<file path="src/common/adcs_pkg.sv">
package adcs_pkg;

	// ----------------------------------------------------------------
	// Register indices (byte address is four times the index)
	// ----------------------------------------------------------------
	localparam logic [7:0] IDX_DATA_LO = 8'h78;
	localparam logic [7:0] IDX_DATA_HI = 8'h79;
	localparam logic [7:0] IDX_CTRL = 8'h7A;
	localparam logic [7:0] IDX_TRIG = 8'h7B;
	localparam logic [7:0] IDX_INSEL = 8'h7C;

	// ----------------------------------------------------------------
	// Field positions and reset values
	// ----------------------------------------------------------------
	localparam int CTRL_EN = 7;
	localparam int CTRL_START = 6;
	localparam int CTRL_AUTO = 5;
	localparam int CTRL_FLAG = 4;
	localparam int CTRL_IE = 3;
	localparam int INSEL_ALIGN = 5;
	localparam logic [7:0] CTRL_RST = 8'h00;
	localparam logic [7:0] INSEL_RST = 8'h00;
	localparam logic [2:0] TRIG_RST = 3'h0;

	// ----------------------------------------------------------------
	// Encodings
	// ----------------------------------------------------------------
	localparam logic [1:0] REF_EXT_PIN = 2'h0;
	localparam logic [1:0] REF_SUPPLY = 2'h1;
	localparam logic [1:0] REF_1V1 = 2'h2;
	localparam logic [1:0] REF_2V56 = 2'h3;
	localparam logic [1:0] GAIN_1X = 2'h0;
	localparam logic [1:0] GAIN_10X = 2'h1;
	localparam logic [1:0] GAIN_200X = 2'h2;
	localparam logic [4:0] CH_BANDGAP = 5'h1E;
	localparam logic [4:0] CH_GROUND = 5'h1F;
	localparam logic [2:0] TRIG_FREE = 3'h0;
	localparam logic [1:0] RESP_OKAY = 2'h0;
	localparam logic [1:0] RESP_SLVERR = 2'h2;

	// ----------------------------------------------------------------
	// Conversion timing in converter clock cycles
	// ----------------------------------------------------------------
	localparam logic [4:0] FIRST_CYC = 5'h19;
	localparam logic [4:0] NORM_CYC = 5'h0D;
	localparam logic [4:0] SAMPLE_FIRST = 5'h0D;
	localparam logic [4:0] SAMPLE_NORM = 5'h01;

	typedef enum logic [1:0] {
		ST_IDLE = 2'b00,
		ST_CONV = 2'b01
	} adcs_state_type;

	// Division factor of the converter clock
	function automatic logic [7:0] div_factor(input logic [2:0] c);
		return (c == 3'h0) ? 8'h02 : (8'h01 << c);
	endfunction

endpackage

</file>
<file path="src/common/adcs_presc_if.sv">
`timescale 1ns/1ps
interface adcs_presc_if;
	logic run;
	logic [2:0] div;
	logic tick;
	modport ctl (output run, output div, input tick);
	modport gen (input run, input div, output tick);
endinterface

</file>
<file path="src/rtl/adcs_prescaler.sv">
`timescale 1ns/1ps
module adcs_prescaler (
	input wire logic ref_clk,
	input wire logic resetn,
	adcs_presc_if.gen pif
);
	logic [7:0] cnt_q;
	logic [7:0] cnt_d;
	logic tick_q;
	logic tick_d;

	// One tick every div_factor cycles, held at zero while stopped
	always_comb begin
		cnt_d = 8'h00;
		tick_d = 1'b0;
		if (pif.run) begin
			if (cnt_q >= adcs_pkg::div_factor(pif.div) - 8'h01) begin
				tick_d = 1'b1;
			end else begin
				cnt_d = cnt_q + 8'h01;
			end
		end
	end

	always_ff @(posedge ref_clk or negedge resetn) begin
		if (!resetn) begin
			cnt_q <= 8'h00;
			tick_q <= 1'b0;
		end else begin
			cnt_q <= cnt_d;
			tick_q <= tick_d;
		end
	end

	assign pif.tick = tick_q;
endmodule

</file>
<file path="src/rtl/adcs_sync.sv">
`timescale 1ns/1ps
module adcs_sync #(
	parameter int WIDTH = 7
) (
	input wire logic ref_clk,
	input wire logic resetn,
	input wire logic [WIDTH-1:0] din,
	output logic [WIDTH-1:0] dout
);
	logic [WIDTH-1:0] s1_q;
	logic [WIDTH-1:0] s2_q;
	logic [WIDTH-1:0] s3_q;
	logic [WIDTH-1:0] out_q;
	logic [WIDTH-1:0] out_d;

	if (WIDTH < 1) begin : gChk
		$error("WIDTH must be at least 1");
	end

	// A change counts once the second and third stage agree
	always_comb begin
		out_d = (out_q & (s2_q ^ s3_q)) | (s3_q & ~(s2_q ^ s3_q));
	end

	always_ff @(posedge ref_clk or negedge resetn) begin
		if (!resetn) begin
			s1_q <= '0;
			s2_q <= '0;
			s3_q <= '0;
			out_q <= '0;
		end else begin
			s1_q <= din;
			s2_q <= s1_q;
			s3_q <= s2_q;
			out_q <= out_d;
		end
	end

	assign dout = out_q;
endmodule

</file>
<file path="src/rtl/adcs_top.sv">
// Decided for this implementation: the AXI4-Lite slave port.
`timescale 1ns/1ps
module adcs_top #(
	parameter int ADDR_W = 12
) (
	input wire logic ref_clk,
	input wire logic resetn,
	input wire logic s_axi_awvalid,
	output logic s_axi_awready,
	input wire logic [ADDR_W-1:0] s_axi_awaddr,
	input wire logic s_axi_wvalid,
	output logic s_axi_wready,
	input wire logic [31:0] s_axi_wdata,
	input wire logic [3:0] s_axi_wstrb,
	output logic s_axi_bvalid,
	input wire logic s_axi_bready,
	output logic [1:0] s_axi_bresp,
	input wire logic s_axi_arvalid,
	output logic s_axi_arready,
	input wire logic [ADDR_W-1:0] s_axi_araddr,
	output logic s_axi_rvalid,
	input wire logic s_axi_rready,
	output logic [31:0] s_axi_rdata,
	output logic [1:0] s_axi_rresp,
	input wire logic globalIrqEn,
	input wire logic vectorAck,
	input wire logic [6:0] trigSrc,
	input wire logic [9:0] coreResult,
	output logic [3:0] refSelect,
	output logic [2:0] muxPos,
	output logic [1:0] muxNeg,
	output logic [1:0] gainSel,
	output logic diffMode,
	output logic bandgapSel,
	output logic groundSel,
	output logic sampleStrobe,
	output logic convIrq
);
	if (ADDR_W < 10) begin : gChk
		$error("ADDR_W must be at least 10");
	end

	typedef struct packed {
		logic awHave;
		logic [ADDR_W-1:0] awAddr;
		logic wHave;
		logic [7:0] wData;
		logic wStrb0;
		logic awRdy;
		logic wRdy;
		logic bValid;
		logic [1:0] bResp;
		logic arRdy;
		logic rValid;
		logic [7:0] rData;
		logic [1:0] rResp;
		logic en;
		logic auto;
		logic ie;
		logic [2:0] div;
		logic flag;
		logic [2:0] trigSel;
		logic [7:0] inSel;
		logic first;
		logic convFirst;
		adcs_pkg::adcs_state_type st;
		logic [4:0] cnt;
		logic [9:0] result;
		logic lock;
		logic trigPrev;
		logic [6:0] act;
		logic [3:0] refSel;
		logic [2:0] pos;
		logic [1:0] neg;
		logic [1:0] gain;
		logic diff;
		logic bg;
		logic gnd;
		logic sample;
		logic irq;
		logic [7:0] gap;
		logic gapValid;
	} adcs_regs_type;

	adcs_regs_type s_q;
	adcs_regs_type s_d;
	logic [6:0] trigSync;
	logic wrFire;
	logic wrEn;
	logic ctrlWr;
	logic startWr;
	logic rdFire;
	logic rdLo;
	logic rdHi;
	logic [7:0] rd;
	logic [7:0] wd;
	logic trigLvl;
	logic trigEdge;
	logic enRise;
	logic finish;
	logic [4:0] lastCnt;
	logic [4:0] sampleAt;
	logic [4:0] m;

	adcs_presc_if pif ();

	// ----------------------------------------------------------------
	// Submodules
	// ----------------------------------------------------------------
	adcs_sync #(
		.WIDTH(7)
	) u_sync (
		.ref_clk(ref_clk),
		.resetn(resetn),
		.din(trigSrc),
		.dout(trigSync)
	);

	adcs_prescaler u_presc (
		.ref_clk(ref_clk),
		.resetn(resetn),
		.pif(pif.gen)
	);

	assign pif.run = s_q.en;
	assign pif.div = s_q.div;

	function automatic logic hit(input logic [ADDR_W-1:0] a,
			input logic [7:0] i);
		return a[ADDR_W-1:2] == (ADDR_W-2)'(i);
	endfunction

	function automatic logic mapped(input logic [ADDR_W-1:0] a);
		return hit(a, adcs_pkg::IDX_DATA_LO) || hit(a, adcs_pkg::IDX_DATA_HI)
			|| hit(a, adcs_pkg::IDX_CTRL) || hit(a, adcs_pkg::IDX_TRIG)
			|| hit(a, adcs_pkg::IDX_INSEL);
	endfunction

	// ----------------------------------------------------------------
	// Next state
	// ----------------------------------------------------------------
	always_comb begin
		s_d = s_q;
		s_d.sample = 1'b0;
		finish = 1'b0;
		// Write channels, taken in either order
		if (s_axi_awvalid && s_q.awRdy) begin
			s_d.awHave = 1'b1;
			s_d.awAddr = s_axi_awaddr;
		end
		if (s_axi_wvalid && s_q.wRdy) begin
			s_d.wHave = 1'b1;
			s_d.wData = s_axi_wdata[7:0];
			s_d.wStrb0 = s_axi_wstrb[0];
		end
		if (s_q.bValid && s_axi_bready) begin
			s_d.bValid = 1'b0;
		end
		wrFire = s_q.awHave && s_q.wHave && !s_q.bValid;
		wrEn = wrFire && s_q.wStrb0;
		wd = s_q.wData;
		if (wrFire) begin
			s_d.awHave = 1'b0;
			s_d.wHave = 1'b0;
			s_d.bValid = 1'b1;
			s_d.bResp = mapped(s_q.awAddr) ? adcs_pkg::RESP_OKAY
				: adcs_pkg::RESP_SLVERR;
		end
		ctrlWr = wrEn && hit(s_q.awAddr, adcs_pkg::IDX_CTRL);
		startWr = ctrlWr && wd[adcs_pkg::CTRL_START];
		if (wrEn && hit(s_q.awAddr, adcs_pkg::IDX_TRIG)) begin
			s_d.trigSel = wd[2:0];
		end
		if (wrEn && hit(s_q.awAddr, adcs_pkg::IDX_INSEL)) begin
			s_d.inSel = wd;
		end
		if (ctrlWr) begin
			s_d.en = wd[adcs_pkg::CTRL_EN];
			s_d.auto = wd[adcs_pkg::CTRL_AUTO];
			s_d.ie = wd[adcs_pkg::CTRL_IE];
			s_d.div = wd[2:0];
		end
		// Read channel, data bytes follow the current alignment
		if (s_q.rValid && s_axi_rready) begin
			s_d.rValid = 1'b0;
		end
		rdFire = s_axi_arvalid && s_q.arRdy;
		rdLo = rdFire && hit(s_axi_araddr, adcs_pkg::IDX_DATA_LO);
		rdHi = rdFire && hit(s_axi_araddr, adcs_pkg::IDX_DATA_HI);
		rd = 8'h00;
		if (hit(s_axi_araddr, adcs_pkg::IDX_DATA_LO)) begin
			rd = s_q.inSel[adcs_pkg::INSEL_ALIGN]
				? {s_q.result[1:0], 6'h00} : s_q.result[7:0];
		end else if (hit(s_axi_araddr, adcs_pkg::IDX_DATA_HI)) begin
			rd = s_q.inSel[adcs_pkg::INSEL_ALIGN]
				? s_q.result[9:2] : {6'h00, s_q.result[9:8]};
		end else if (hit(s_axi_araddr, adcs_pkg::IDX_CTRL)) begin
			rd = {s_q.en, s_q.st == adcs_pkg::ST_CONV, s_q.auto,
				s_q.flag, s_q.ie, s_q.div};
		end else if (hit(s_axi_araddr, adcs_pkg::IDX_TRIG)) begin
			rd = {5'h00, s_q.trigSel};
		end else if (hit(s_axi_araddr, adcs_pkg::IDX_INSEL)) begin
			rd = s_q.inSel;
		end
		if (rdFire) begin
			s_d.rValid = 1'b1;
			s_d.rData = rd;
			s_d.rResp = mapped(s_axi_araddr) ? adcs_pkg::RESP_OKAY
				: adcs_pkg::RESP_SLVERR;
		end
		if (rdLo) begin
			s_d.lock = 1'b1;
		end
		if (rdHi) begin
			s_d.lock = 1'b0;
		end
		s_d.awRdy = !s_d.awHave && !s_d.bValid;
		s_d.wRdy = !s_d.wHave && !s_d.bValid;
		s_d.arRdy = !s_d.rValid;
		// Trigger source and its rising edge
		trigLvl = (s_q.trigSel == adcs_pkg::TRIG_FREE) ? 1'b0
			: trigSync[3'(s_q.trigSel - 3'h1)];
		trigEdge = trigLvl && !s_q.trigPrev;
		s_d.trigPrev = trigLvl;
		enRise = s_d.en && !s_q.en;
		if (enRise) begin
			s_d.first = 1'b1;
		end
		lastCnt = s_q.convFirst ? adcs_pkg::FIRST_CYC - 5'h01
			: adcs_pkg::NORM_CYC - 5'h01;
		sampleAt = s_q.convFirst ? adcs_pkg::SAMPLE_FIRST
			: adcs_pkg::SAMPLE_NORM;
		// Conversion sequencer
		case (s_q.st)
			adcs_pkg::ST_IDLE: begin
				s_d.act = {s_d.inSel[7:6], s_d.inSel[4:0]};
				if (s_d.en && (startWr || (s_q.auto && trigEdge))) begin
					s_d.st = adcs_pkg::ST_CONV;
					s_d.cnt = 5'h00;
					s_d.convFirst = s_q.first || enRise;
					s_d.first = 1'b0;
				end
			end
			adcs_pkg::ST_CONV: begin
				if (!s_d.en) begin
					s_d.st = adcs_pkg::ST_IDLE;
				end else if (pif.tick) begin
					s_d.sample = (s_q.cnt == sampleAt);
					if (s_q.cnt == lastCnt) begin
						finish = 1'b1;
						if (!s_q.lock) begin
							s_d.result = coreResult;
						end
						s_d.act = {s_q.inSel[7:6], s_q.inSel[4:0]};
						if (s_q.auto && s_q.trigSel == adcs_pkg::TRIG_FREE) begin
							s_d.cnt = 5'h00;
							s_d.convFirst = 1'b0;
						end else begin
							s_d.st = adcs_pkg::ST_IDLE;
						end
					end else begin
						s_d.cnt = s_q.cnt + 5'h01;
					end
				end
			end
			default: begin
				s_d.st = adcs_pkg::ST_IDLE;
			end
		endcase
		// Done flag, set wins over clear
		if (vectorAck || (ctrlWr && wd[adcs_pkg::CTRL_FLAG])) begin
			s_d.flag = 1'b0;
		end
		if (finish) begin
			s_d.flag = 1'b1;
		end
		s_d.irq = s_q.flag && s_q.ie && globalIrqEn;
		// Selects towards the analog core
		s_d.refSel = 4'h1 << s_q.act[6:5];
		m = s_q.act[4:0];
		s_d.pos = m[2:0];
		s_d.neg = 2'h0;
		s_d.gain = adcs_pkg::GAIN_1X;
		s_d.diff = 1'b0;
		s_d.bg = 1'b0;
		s_d.gnd = 1'b0;
		case (m[4:3])
			2'b00: begin
				s_d.diff = 1'b0;
			end
			2'b01: begin
				s_d.diff = 1'b1;
				s_d.pos = {1'b0, m[2], m[0]};
				s_d.neg = m[2] ? 2'h2 : 2'h0;
				s_d.gain = m[1] ? adcs_pkg::GAIN_200X : adcs_pkg::GAIN_10X;
			end
			2'b10: begin
				s_d.diff = 1'b1;
				s_d.neg = 2'h1;
			end
			default: begin
				if (m == adcs_pkg::CH_BANDGAP) begin
					s_d.bg = 1'b1;
				end else if (m == adcs_pkg::CH_GROUND) begin
					s_d.gnd = 1'b1;
				end else begin
					s_d.diff = 1'b1;
					s_d.neg = 2'h2;
				end
			end
		endcase
		// Prescaler period watch
		if (!s_q.en || s_d.div != s_q.div) begin
			s_d.gap = 8'h00;
			s_d.gapValid = 1'b0;
		end else if (pif.tick) begin
			s_d.gap = 8'h00;
			s_d.gapValid = 1'b1;
		end else begin
			s_d.gap = s_q.gap + 8'h01;
		end
	end

	always_ff @(posedge ref_clk or negedge resetn) begin
		if (!resetn) begin
			s_q <= '0;
			s_q.inSel <= adcs_pkg::INSEL_RST;
			s_q.trigSel <= adcs_pkg::TRIG_RST;
			s_q.div <= adcs_pkg::CTRL_RST[2:0];
			s_q.refSel <= 4'h1;
		end else begin
			s_q <= s_d;
		end
	end

	// ----------------------------------------------------------------
	// Outputs
	// ----------------------------------------------------------------
	assign s_axi_awready = s_q.awRdy;
	assign s_axi_wready = s_q.wRdy;
	assign s_axi_bvalid = s_q.bValid;
	assign s_axi_bresp = s_q.bResp;
	assign s_axi_arready = s_q.arRdy;
	assign s_axi_rvalid = s_q.rValid;
	assign s_axi_rdata = {24'h000000, s_q.rData};
	assign s_axi_rresp = s_q.rResp;
	assign refSelect = s_q.refSel;
	assign muxPos = s_q.pos;
	assign muxNeg = s_q.neg;
	assign gainSel = s_q.gain;
	assign diffMode = s_q.diff;
	assign bandgapSel = s_q.bg;
	assign groundSel = s_q.gnd;
	assign sampleStrobe = s_q.sample;
	assign convIrq = s_q.irq;
endmodule

</file>
<file path="config.mk">
export PLATFORM = sky130hd
export DESIGN_NAME = adcs_top
export DESIGN_NICKNAME = d
export VERILOG_FILES = /design/src/common/adcs_pkg.sv /design/src/common/adcs_presc_if.sv /design/src/rtl/adcs_prescaler.sv /design/src/rtl/adcs_sync.sv /design/src/rtl/adcs_top.sv
export SDC_FILE = /design/constraint.sdc
export NUM_CORES = 1
export LEC_CHECK = 0
export ABC_AREA = 1
export BUFFER_PORTS_ARGS = -buffer_cell sky130_fd_sc_hd__buf_2
export CORE_AREA = 5 5 138 107
export CTS_CLUSTER_DIAMETER = 150
export CTS_CLUSTER_SIZE = 10
export DETAILED_ROUTE_END_ITERATION = 12
export DIE_AREA = 0 0 143 112
export PLACE_DENSITY = 0.73
export SLEW_MARGIN = 10
export SYNTH_ARGS = -nofsm -noshare
export SYNTH_HDL_FRONTEND = slang
export SYNTH_SLANG_ARGS = --single-unit
export TNS_END_PERCENT = 50
</file>
<file path="constraint.sdc">
create_clock -name ref_clk -period 2.15 [get_ports ref_clk]
set_input_delay 0.215 -clock ref_clk [delete_from_list [all_inputs] [get_ports ref_clk]]
set_output_delay 0.215 -clock ref_clk [all_outputs]
set_load 0.02 [all_outputs]
</file>
==> results.md, run 1 <==
* Outcome: completed
* Drt first pass iters at 5
* Synthesis-stage register bit count at 134
* Flop pwr share at 43.7%
* Die H at 112 µm
* CP max-delay cell: dfrtp_1
* Critical path class: reg -> reg
* Number of flops mapped to enable cells by yosys at 0
* Clock Tree Buf Depth at 2
* Routability congestion estimate at 0.868
* CP cell instances: inv_2 > nor2_1 > nand2_1 > ha_2 > inv_2 > xor2_1 > inv_1 > ha_4 > a21oi_2 > o21ai_2 > a21oi_2 > nand2_4 > nor3_2
* CP arrival at 2.37 ns
* NumNets Final at 906
* Met3 wire len at 917 µm
* Die width at 143 µm
* Met1 Wirelength at 6200 µm
* Reg2reg start: pif.div[1]
* Fin crit share at 94.9%
* Number of port buffers at 85
* Min-delay worst type: in -> reg
* Clk slew on worst S/H paths at 0.06 ns
* CTS buffer count at 17
* Met2 WL at 5970 µm
* Cell Area, Synth at 0.00636 mm²
* Via count of the first global-routing pass at 4600
* Cell count after synthesis at 706
* Fillers at 1162
* RSZ-0062 raised after global routing: yes
* Max stage delay on crit path at 0.42 ns
* Finished Core Util at 56.6%
* Via count at 4706
* Synth cell types at 38
* Crit Path Max Fanout at 8
* Global-route usage over all layers at 17.1%
* Post-synth top flop: dfrtp_1
* CP required at 2.48 ns
* CP Launch Type: register
* Pwr Density at 905 mW/mm²
* I/O pins at 143
* Routed len/inst at 13.4 µm
* Grt ovf at 0
* Hold Path Sink: wd[7]
* H-tree depth at 4
* Area growth, synth to finish at 19.1%
* Register area at 0.00336 mm²
* Via density at 4.75
* Tmin final at 2.04 ns
* # diodes at 0
* CTS root buf: clkbuf_16
* CTS sink count at 134
* Drc violations at 0
* Initial core utilization at 47.5%
* Pre-CTS WS at -0.177 ns
* Top sig layer: met5
* Max-Cap Viols at 0
* DP HPWL at 9330 µm
* Multi-input gate area at 0.00242 mm²
* R2r setup slk at 0.11 ns
* Setup Skew at 0.00764 ns
* FF-to-FF End: u_presc.cnt_q[2]
* Sw Ratio at 28.1%
* Launch point of the worst hold path: s_axi_wdata[7]
* Switching Power at 1930 µW
* Gate power share at 13.3%
* Largest net degree at the start of global routing at 81
* Layout cell share with drive strength beyond 1 at 21.6%
* Worst reg2reg path depth at 13
* Max-slew violations at 0
* Max VDD drop at 0.754 mV
* CTS tree: built
* Crit. End Element: register
* Final setup fails at 0
* Initial detailed-routing violation count at 330
* Antenna violations before repair at 2
* First-pass GRT wire length at 22100 µm
* Leak at 0.00385 µW
* Post-synth ARST share at 100%
* Register area share after synthesis at 52.8%
* Worst skew pair latency at 0.41 ns
* Synth warnings at 0
* Final hold violations at 0
* Syn Area/Cell at 9.00 µm²
* Worst setup margin at 0.111 ns
* Max Fclk at 490 MHz
* Drt total wl at 13200 µm
* Die ar. at 0.0160 mm²
* Hold Path Stages at 3
* Clock power frac at 43.0%
* Int Pwr at 4930 µW
* Row count at 37
* Total core area at 0.0134 mm²
* Final ANT Viol Nets at 0
-- Yosys cell counts (2+ instances only) --
cell type / n / share of area (%)
nor3_1: 3 / 0.24
o2111ai_1: 3 / 0.41
nand2_2: 4 / 0.39
maj3_1: 7 / 1.1
nor2_1: 53 / 3.1
a21oi_1: 13 / 1.0
o21ai_1: 2 / 0.16
o211ai_1: 9 / 1.1
xor2_1: 9 / 1.2
nor2_4: 3 / 0.53
dfrtp_1: 133 / 52
nand2_4: 4 / 0.71
buf_4: 48 / 5.7
clkbuf_1: 8 / 0.47
inv_2: 2 / 0.12
inv_1: 78 / 4.6
o31ai_1: 3 / 0.35
nand3_2: 10 / 1.6
nor2_8: 2 / 0.63
o21ai_0: 35 / 2.8
a31oi_1: 4 / 0.39
nand3_1: 21 / 1.7
nand3_4: 2 / 0.55
nand2_1: 206 / 12
nor2_2: 2 / 0.20
nand3b_1: 3 / 0.35
ha_1: 17 / 3.3
a41oi_1: 3 / 0.41
nand4_1: 10 / 0.98
-- flip-flops by register name (all words and copies together), names as in the netlist, 2 cells and up --
name,flops
u_sync.dout,7
u_presc.cnt_q,8
muxNeg,2
refSelect,4
wd,8
m,5
u_sync.s2_q,7
s_axi_rdata,8
muxPos,3
u_sync.s1_q,7
pif.div,3
gainSel,2
u_sync.s3_q,7
s_q,49
-- cells in the final DEF (no fill, tap or decap), types with 7 or more instances in the layout --
cell type,n
nor2_1,51
nand3_1,21
nand3_2,10
buf_2,84
buf_4,16
o211ai_1,9
o21ai_0,33
nand2_1,204
nand4_1,10
dfrtp_1,132
ha_1,15
a21oi_1,11
inv_1,75
xor2_1,9
clkbuf_16,17
conb_1,26
dlygate4sd3_1,11
maj3_1,7
-- stage by stage --
step / total power (µW) / cells / hold WS, ns / TNS [ns] / instance area, µm²
after floorplan: 3660 / 731 / -0.0806 / 0 / 6450
after global placement: 3900 / 944 / 0.125 / -0.311 / 6780
after detailed placement: 3920 / 944 / 0.129 / -1.06 / 6780
final: 6850 / 990 / 0.00278 / 0 / 7570
after CTS: 6880 / 988 / 0.00105 / 0 / 7540
after global routing: 7150 / 990 / 0.0139 / -0.114 / 7570
-- area by class of cell --
type	instances	area share [%]
Sequential cell	134	44.3
Multi-Input combinational cell	458	32.0
Timing Repair Buffer	112	8.86
Clock buffer	17	5.62
Inverter	80	3.97
Tap cell	175	2.89
Clock inverter	14	2.33
-- timing repair --
item                                    CTS  global route
resized for setup                         8             9
setup buffers                             2             3
pin swaps                                 3             6
hold endpoints to repair                 29             0
endpoints found under the setup margin    8            15
hold buffers                             11             0
-- cells by family (layout without fill, tap and decap cells) --
logic type | count (synthesis) | in the layout | synth area share [%]
other | 1 | 26 | 0.0590
xor gates and xnor gates | 9 | 9 | 1.24
and+or+nand+nor | 325 | 325 | 23.3
adders and majority gates | 24 | 24 | 4.45
buffers and inverters | 139 | 223 | 11.3
AOI/OAI and AO/OA | 73 | 73 | 6.69
muxes | 1 | 1 | 0.157
DFF | 134 | 134 | 52.8
-- power groups by stage --
stage	combinational [µW]	sequential, µW	clock [µW]
after floorplan	638	3030	0
after global placement	867	3030	0
after detailed placement	884	3030	0
after CTS	913	2990	2980
after global routing	1030	3030	3090
final	911	3000	2950
-- critical path: cells and delay by family, from the launching register on --
kind | cells | cell delay (ns)
fa+ha+maj | 2 | 0.40
compound gates | 3 | 0.40
simple gates | 4 | 0.39
flops | 1 | 0.42
xor+xnor | 1 | 0.15
buf+inv | 3 | 0.19
-- routing by layer --
layer	global-route usage, %	up-vias
met5	0	-
met4	4.24	4
met3	4.64	17
met2	25.9	143
met1	24.6	2172
li1	-	2370
-- how the worst max path moves through the flow --
stage / start / endpoint / slack, ns
finish: pif.div[1] / u_presc.cnt_q[2] / 0.11
global route: pif.div[1] / u_presc.cnt_q[2] / -0.05
CTS: pif.div[1] / u_presc.cnt_q[2] / 0.008
detailed placement: pif.div[1] / u_presc.cnt_q[2] / -0.18
global placement: pif.div[1] / u_presc.cnt_q[2] / -0.08
floorplan: pif.div[2] / u_presc.cnt_q[2] / 0.11
Power figures use the tool's default switching activity.
==> inputs of run 2 (changes only) <==
CORE_AREA = 5 5 140 109   (was 5 5 138 107)
DIE_AREA = 0 0 145 114   (was 0 0 143 112)
SYNTH_HIERARCHICAL = 1   (was unset)
==> run 2 against run 1 <==
  * Sequential power hardly changed
  * Wire length is 0.77% higher
  * Clock power fell by 5%
  * Critical path depth decreased by 3
  * Synthesized area rose by 3.7%
  * Total power is 1.3% higher
  * Die area grew 3.2%
  * Largest cell class unchanged
  * Largest power group unchanged
==> results.md, run 2 <==
* RSZ-0062 raised after global routing: no
* Initial core utilization at 47.3%
* Setup Skew at 0.00876 ns
* Most frequent cell after synthesis: nand2_1
* CTS root buf: clkbuf_16
* Final setup fails at 0
* First-pass GRT wire length at 22900 µm
* Antenna violations before repair at 0
* Cell Area, Synth at 0.00659 mm²
* Tmin final at 1.98 ns
* Commonest non-fill, non-tap cell in the layout: nand2_1
* Cell count after synthesis at 735
* Max reg flops at 49
* Crit Path Max Fanout at 8
* Largest net degree at the start of global routing at 47
* Post-synth top cells: nand2_1 (170), dfrtp_1 (133), inv_1 (84), nor2_1 (68), buf_4 (47)
* Grt ovf at 0
* CTS tree: built
* CP required at 2.49 ns
* Via count at 4948
* CTS sink count at 134
* NumNets Final at 934
* Area share of the largest cell type after synthesis at 50.5%
* Row count at 38
* CP cell instances: nor2_1 > inv_1 > ha_1 > o21a_1 > ha_1 > nand2_1 > inv_1 > a21oi_2 > nand3_4 > nor2_1
* CP max-delay cell: dfrtp_1
* Max-Cap Viols at 0
* Post-CTS Setup Inserts at 0
* Fillers at 1204
* I/O pins at 143
* Fin crit share at 92.2%
* Worst setup path startpoint: pif.div[1]
* Critical path class: reg -> reg
* Reg2reg start: pif.div[1]
* Routability congestion estimate at 0.903
* Via count of the first global-routing pass at 4771
* Max-slew headroom at 62.3%
* Slew @ Worst Pin at 0.561 ns
* Min-delay worst type: in -> reg
* Synth cell types at 50
* Clock Tree Buf Depth at 2
* Final hold violations at 0
* Global-route usage over all layers at 17.0%
* Max stage delay on crit path at 0.38 ns
* Finished Core Util at 55.6%
* Synth warnings at 6
* CP Launch Type: register
* Drt total wl at 13300 µm
* Die H at 114 µm
* Register area share after synthesis at 50.9%
* Leak at 0.00395 µW
* Initial detailed-routing violation count at 331
* Area growth, synth to finish at 17.6%
* DP HPWL at 9890 µm
* Most frequent cells in the layout: nand2_1 (170), dfrtp_1 (133), inv_1 (84), buf_2 (84), nor2_1 (68)
* Synthesis-stage register bit count at 134
* Final ANT Viol Nets at 0
* Crit. End Element: register
* Worst skew pair latency at 0.42 ns
* CP arrival at 2.32 ns
* CTS buffer count at 17
* Largest cells by area after synthesis: dfrtp_1 (50%), nand2_1 (9.7%), buf_4 (5.4%)
* Layout cell share with drive strength beyond 1 at 22.2%
* Max Fclk at 505 MHz
* Max-slew violations at 0
* Biggest register: s_q
* Max VDD drop at 0.781 mV
* # diodes at 0
* TNS Setup at 0 ns
* Via density at 4.83
* Syn Area/Cell at 8.97 µm²
* Total core area at 0.0139 mm²
* Routed len/inst at 13.0 µm
* Number of port buffers at 85
* Die width at 145 µm
* Number of flops mapped to enable cells by yosys at 0
* Drt first pass iters at 5
* Post-synth top flop: dfrtp_1
* Outcome: completed
* Drc violations at 0
* Synth area leader: dfrtp_1
* Die ar. at 0.0165 mm²
* Launch point of the worst hold path: s_axi_awaddr[4]
* Clk slew on worst S/H paths at 0.06 ns
* Pwr Density at 896 mW/mm²
* H-tree depth at 4
* Post-synth ARST share at 100%
[run 2: metrics by stage]
step	cells	hold slack, ns	cell area, µm²	total power (µW)	setup WS [ns]
3_5_place_dp	977	0.110	7020	4180	0.123
3_3_place_gp	977	0.111	7020	4140	0.201
5_1_grt	1024	0.0255	7750	7300	0.0317
4_1_cts	1024	0.00939	7740	7010	0.120
6_report	1024	0.0249	7750	6940	0.168
2_1_floorplan	760	-0.0806	6690	3880	0.328
[run 2: timing repair]
item                                   in CTS  in global routing
endpoints found under the hold margin     117                  0
hold buffers                               15                  0
setup endpoints to repair                   0                  3
gates resized for setup                     0                  1
[run 2: logic make-up after synthesis]
family | count (synthesis) | share of synthesized area [%]
adder cells (fa/ha/maj) | 17 | 3.23
buffers and inverters | 150 | 11.6
AO/OA/AOI/OAI | 75 | 6.95
other | 1 | 0.0569
AND/OR/NAND/NOR | 349 | 26.1
flip-flops | 134 | 50.9
XOR/XNOR | 7 | 0.930
multiplexers | 2 | 0.323
[run 2: critical path: cells and delay by family (launching register included)]
family          cells  cell delay (ns)
compound gates      2             0.39
fa+ha+maj           2             0.49
buf+inv             2             0.11
flops               1             0.38
simple gates        4             0.54
[run 2: final timing paths]
path                                     to  slack [ns]  cells past startpoint
setup / recovery           u_presc/cnt_q[3]        0.17                     10
hold reg to reg              u_sync/s2_q[5]        0.35                      0
hold / removal                     s_q[102]        0.02                      3
max in group asynchronous      refSelect[0]        1.23                      3
min in group asynchronous         muxNeg[0]        0.21                      2
setup reg to reg           u_presc/cnt_q[3]        0.17                     10
[run 2: routing by layer]
metal / track usage [%] / up-vias / part of all wire [%]
met5: 0 / - / 0
met4: 6.21 / 0 / 1.2
met1: 24.1 / 2326 / 47
li1: - / 2463 / -
met2: 25.0 / 143 / 44
met3: 4.81 / 16 / 7.4
[run 2: where the power goes]
part           switching, µW  total, µW  internal, µW
Clock                   1120       2790          1670
Combinational            759       1120           365
Sequential               197       3030          2830
[run 2: final cells by class]
type	instances	area, µm²	area share, %
Timing Repair Buffer	109	671	8.65
Clock buffer	20	457	5.89
Tap cell	180	225	2.91
Multi-Input combinational cell	476	2580	33.2
Clock inverter	12	119	1.53
Sequential cell	134	3350	43.3
Inverter	93	349	4.50
==> inputs of run 3 (changes only) <==
REMOVE_ABC_BUFFERS = 1   (was unset)
==> run 3 against run 2 <==
  * First-iteration DRC count is 6.9% lower
  * Sequential share of layout area is 0.065 points lower
  * Clock power is 8.6% higher
  * Clock-buffer cell count is 3 lower
  * Fmax is 0.45% higher
  * Final cell count is 0.20% lower
  * Utilization is 0.13 points higher
  * Worst setup slack better by 0.0090 ns
  * Total power is 3.7% higher
  * Final area is 0.23% higher
  * Worst hold slack worse by 0.014 ns
  * Largest cell class unchanged
  * Largest power group unchanged
  * Highest routed layer unchanged
==> results.md, run 3 (synthesized netlist as in run 2, its figures left out) <==
* Leak at 0.00396 µW
* Die width at 145 µm
* Min-delay worst type: in -> reg
* Clock Tree Buf Depth at 2
* CTS buffer count at 17
* Max-slew headroom at 62.6%
* Biggest register: s_q
* Pre-CTS WS at 0.105 ns
* Largest net degree at the start of global routing at 61
* Critical path class: reg -> reg
* Global-route usage over all layers at 17.2%
* DP HPWL at 9750 µm
* Drt total wl at 13500 µm
* CTS tree: built
* Max-Cap Viols at 0
* Tmin final at 1.97 ns
* CP required at 2.50 ns
* Commonest non-fill, non-tap cell in the layout: nand2_1
* First-pass GRT wire length at 23400 µm
* CP Launch Type: register
* Die ar. at 0.0165 mm²
* Routability congestion estimate at 0.868
* Grt ovf at 0
* Area growth, synth to finish at 17.8%
* I/O pins at 143
* Via count of the first global-routing pass at 4782
* Drt first pass iters at 5
* Total core area at 0.0139 mm²
* CTS root buf: clkbuf_16
* Max reg flops at 49
* Max Fclk at 507 MHz
* Worst setup margin at 0.177 ns
* Slew @ Worst Pin at 0.556 ns
* Layout cell share with drive strength beyond 1 at 22.7%
* Most frequent cells in the layout: nand2_1 (170), dfrtp_1 (131), buf_2 (84)
* Via count at 4908
* Placed Area at 0.00700 mm²
* CTS sink count at 134
* Final instance area at 0.00777 mm²
* Final hold violations at 0
* Die H at 114 µm
* Via density at 4.80
* NumNets Final at 932
* Initial core utilization at 47.3%
* Outcome: completed
* Crit. End Element: register
* Row count at 38
* CP arrival at 2.32 ns
* Fillers at 1229
* Clk slew on worst S/H paths at 0.06 ns
* # diodes at 0
* H-tree depth at 4
* Max-slew violations at 0
* Worst skew pair latency at 0.42 ns
* Overall power at 7200 µW
* Antenna violations before repair at 0
* Finished Core Util at 55.8%
* Pwr Density at 927 mW/mm²
* Setup Skew at 0.00865 ns
* Max VDD drop at 0.744 mV
* Fin crit share at 91.8%
* Final setup fails at 0
* Drc violations at 0
* Crit Path Max Fanout at 8
* Routed len/inst at 13.2 µm
* RSZ-0062 raised after global routing: yes
* Initial detailed-routing violation count at 308
* Final ANT Viol Nets at 0
* Number of port buffers at 85
[run 3: cell type report]
cell class | count | area (µm²) | area share, %
well taps | 180 | 225 | 2.90
inverters | 93 | 349 | 4.49
repair buffers | 107 | 641 | 8.24
clock buffers | 17 | 425 | 5.48
multi-input cells | 476 | 2580 | 33.2
clock inverters | 15 | 193 | 2.48
flip-flops and latches | 134 | 3360 | 43.2
[run 3: critical path: stages, from the launching register on]
cell	delay, ns
dfrtp_2	0.45
inv_2	0.08
nand3_1	0.08
ha_1	0.22
o21a_1	0.20
ha_1	0.28
nand2_1	0.09
inv_1	0.05
a21oi_2	0.18
nand3_4	0.14
nor2_1	0.12
[run 3: what timing repair did]
action                                 4_1_cts  5_1_grt
resized for setup                            0        5
setup buffers                                0        0
hold buffers                                14        0
endpoints found under the hold margin       45        0
setup endpoints to repair                    0        8
[run 3: power by group]
group / switching, µW / internal, µW
combinational: 768 / 360
sequential: 206 / 2830
clock: 1180 / 1850
total: 2150 / 5050
[run 3: metrics by stage]
stage	TNS (ns)	hold WS [ns]	std cells
after floorplan	0	-0.0806	703
after global placement	0	0.191	976
after detailed placement	0	0.199	976
after CTS	0	0.00256	1022
after global routing	-0.000812	0.0211	1022
final	0	0.0106	1022
[run 3: path summary, 6_finish.rpt]
check / startpoint / to / slack, ns / cells after the start
max: pif.div[2] / u_presc/cnt_q[4] / 0.18 / 10
min: s_axi_awaddr[8] / s_q[106] / 0.01 / 3
max reg2reg: pif.div[2] / u_presc/cnt_q[4] / 0.18 / 10
min reg2reg: u_sync/s1_q[1] / u_sync/s2_q[1] / 0.35 / 0
max in group asynchronous: resetn / refSelect[0] / 1.08 / 3
min in group asynchronous: resetn / gainSel[1] / 0.29 / 2
[run 3: layer usage]
metal	up-vias	wire, µm	GRT usage, %	part of all wire (%)
met4	0	116	4.20	0.86
met2	159	6120	26.3	45
met5	-	0	0	0
met3	15	1050	5.32	7.8
li1	2467	-	-	-
met1	2267	6240	24.2	46
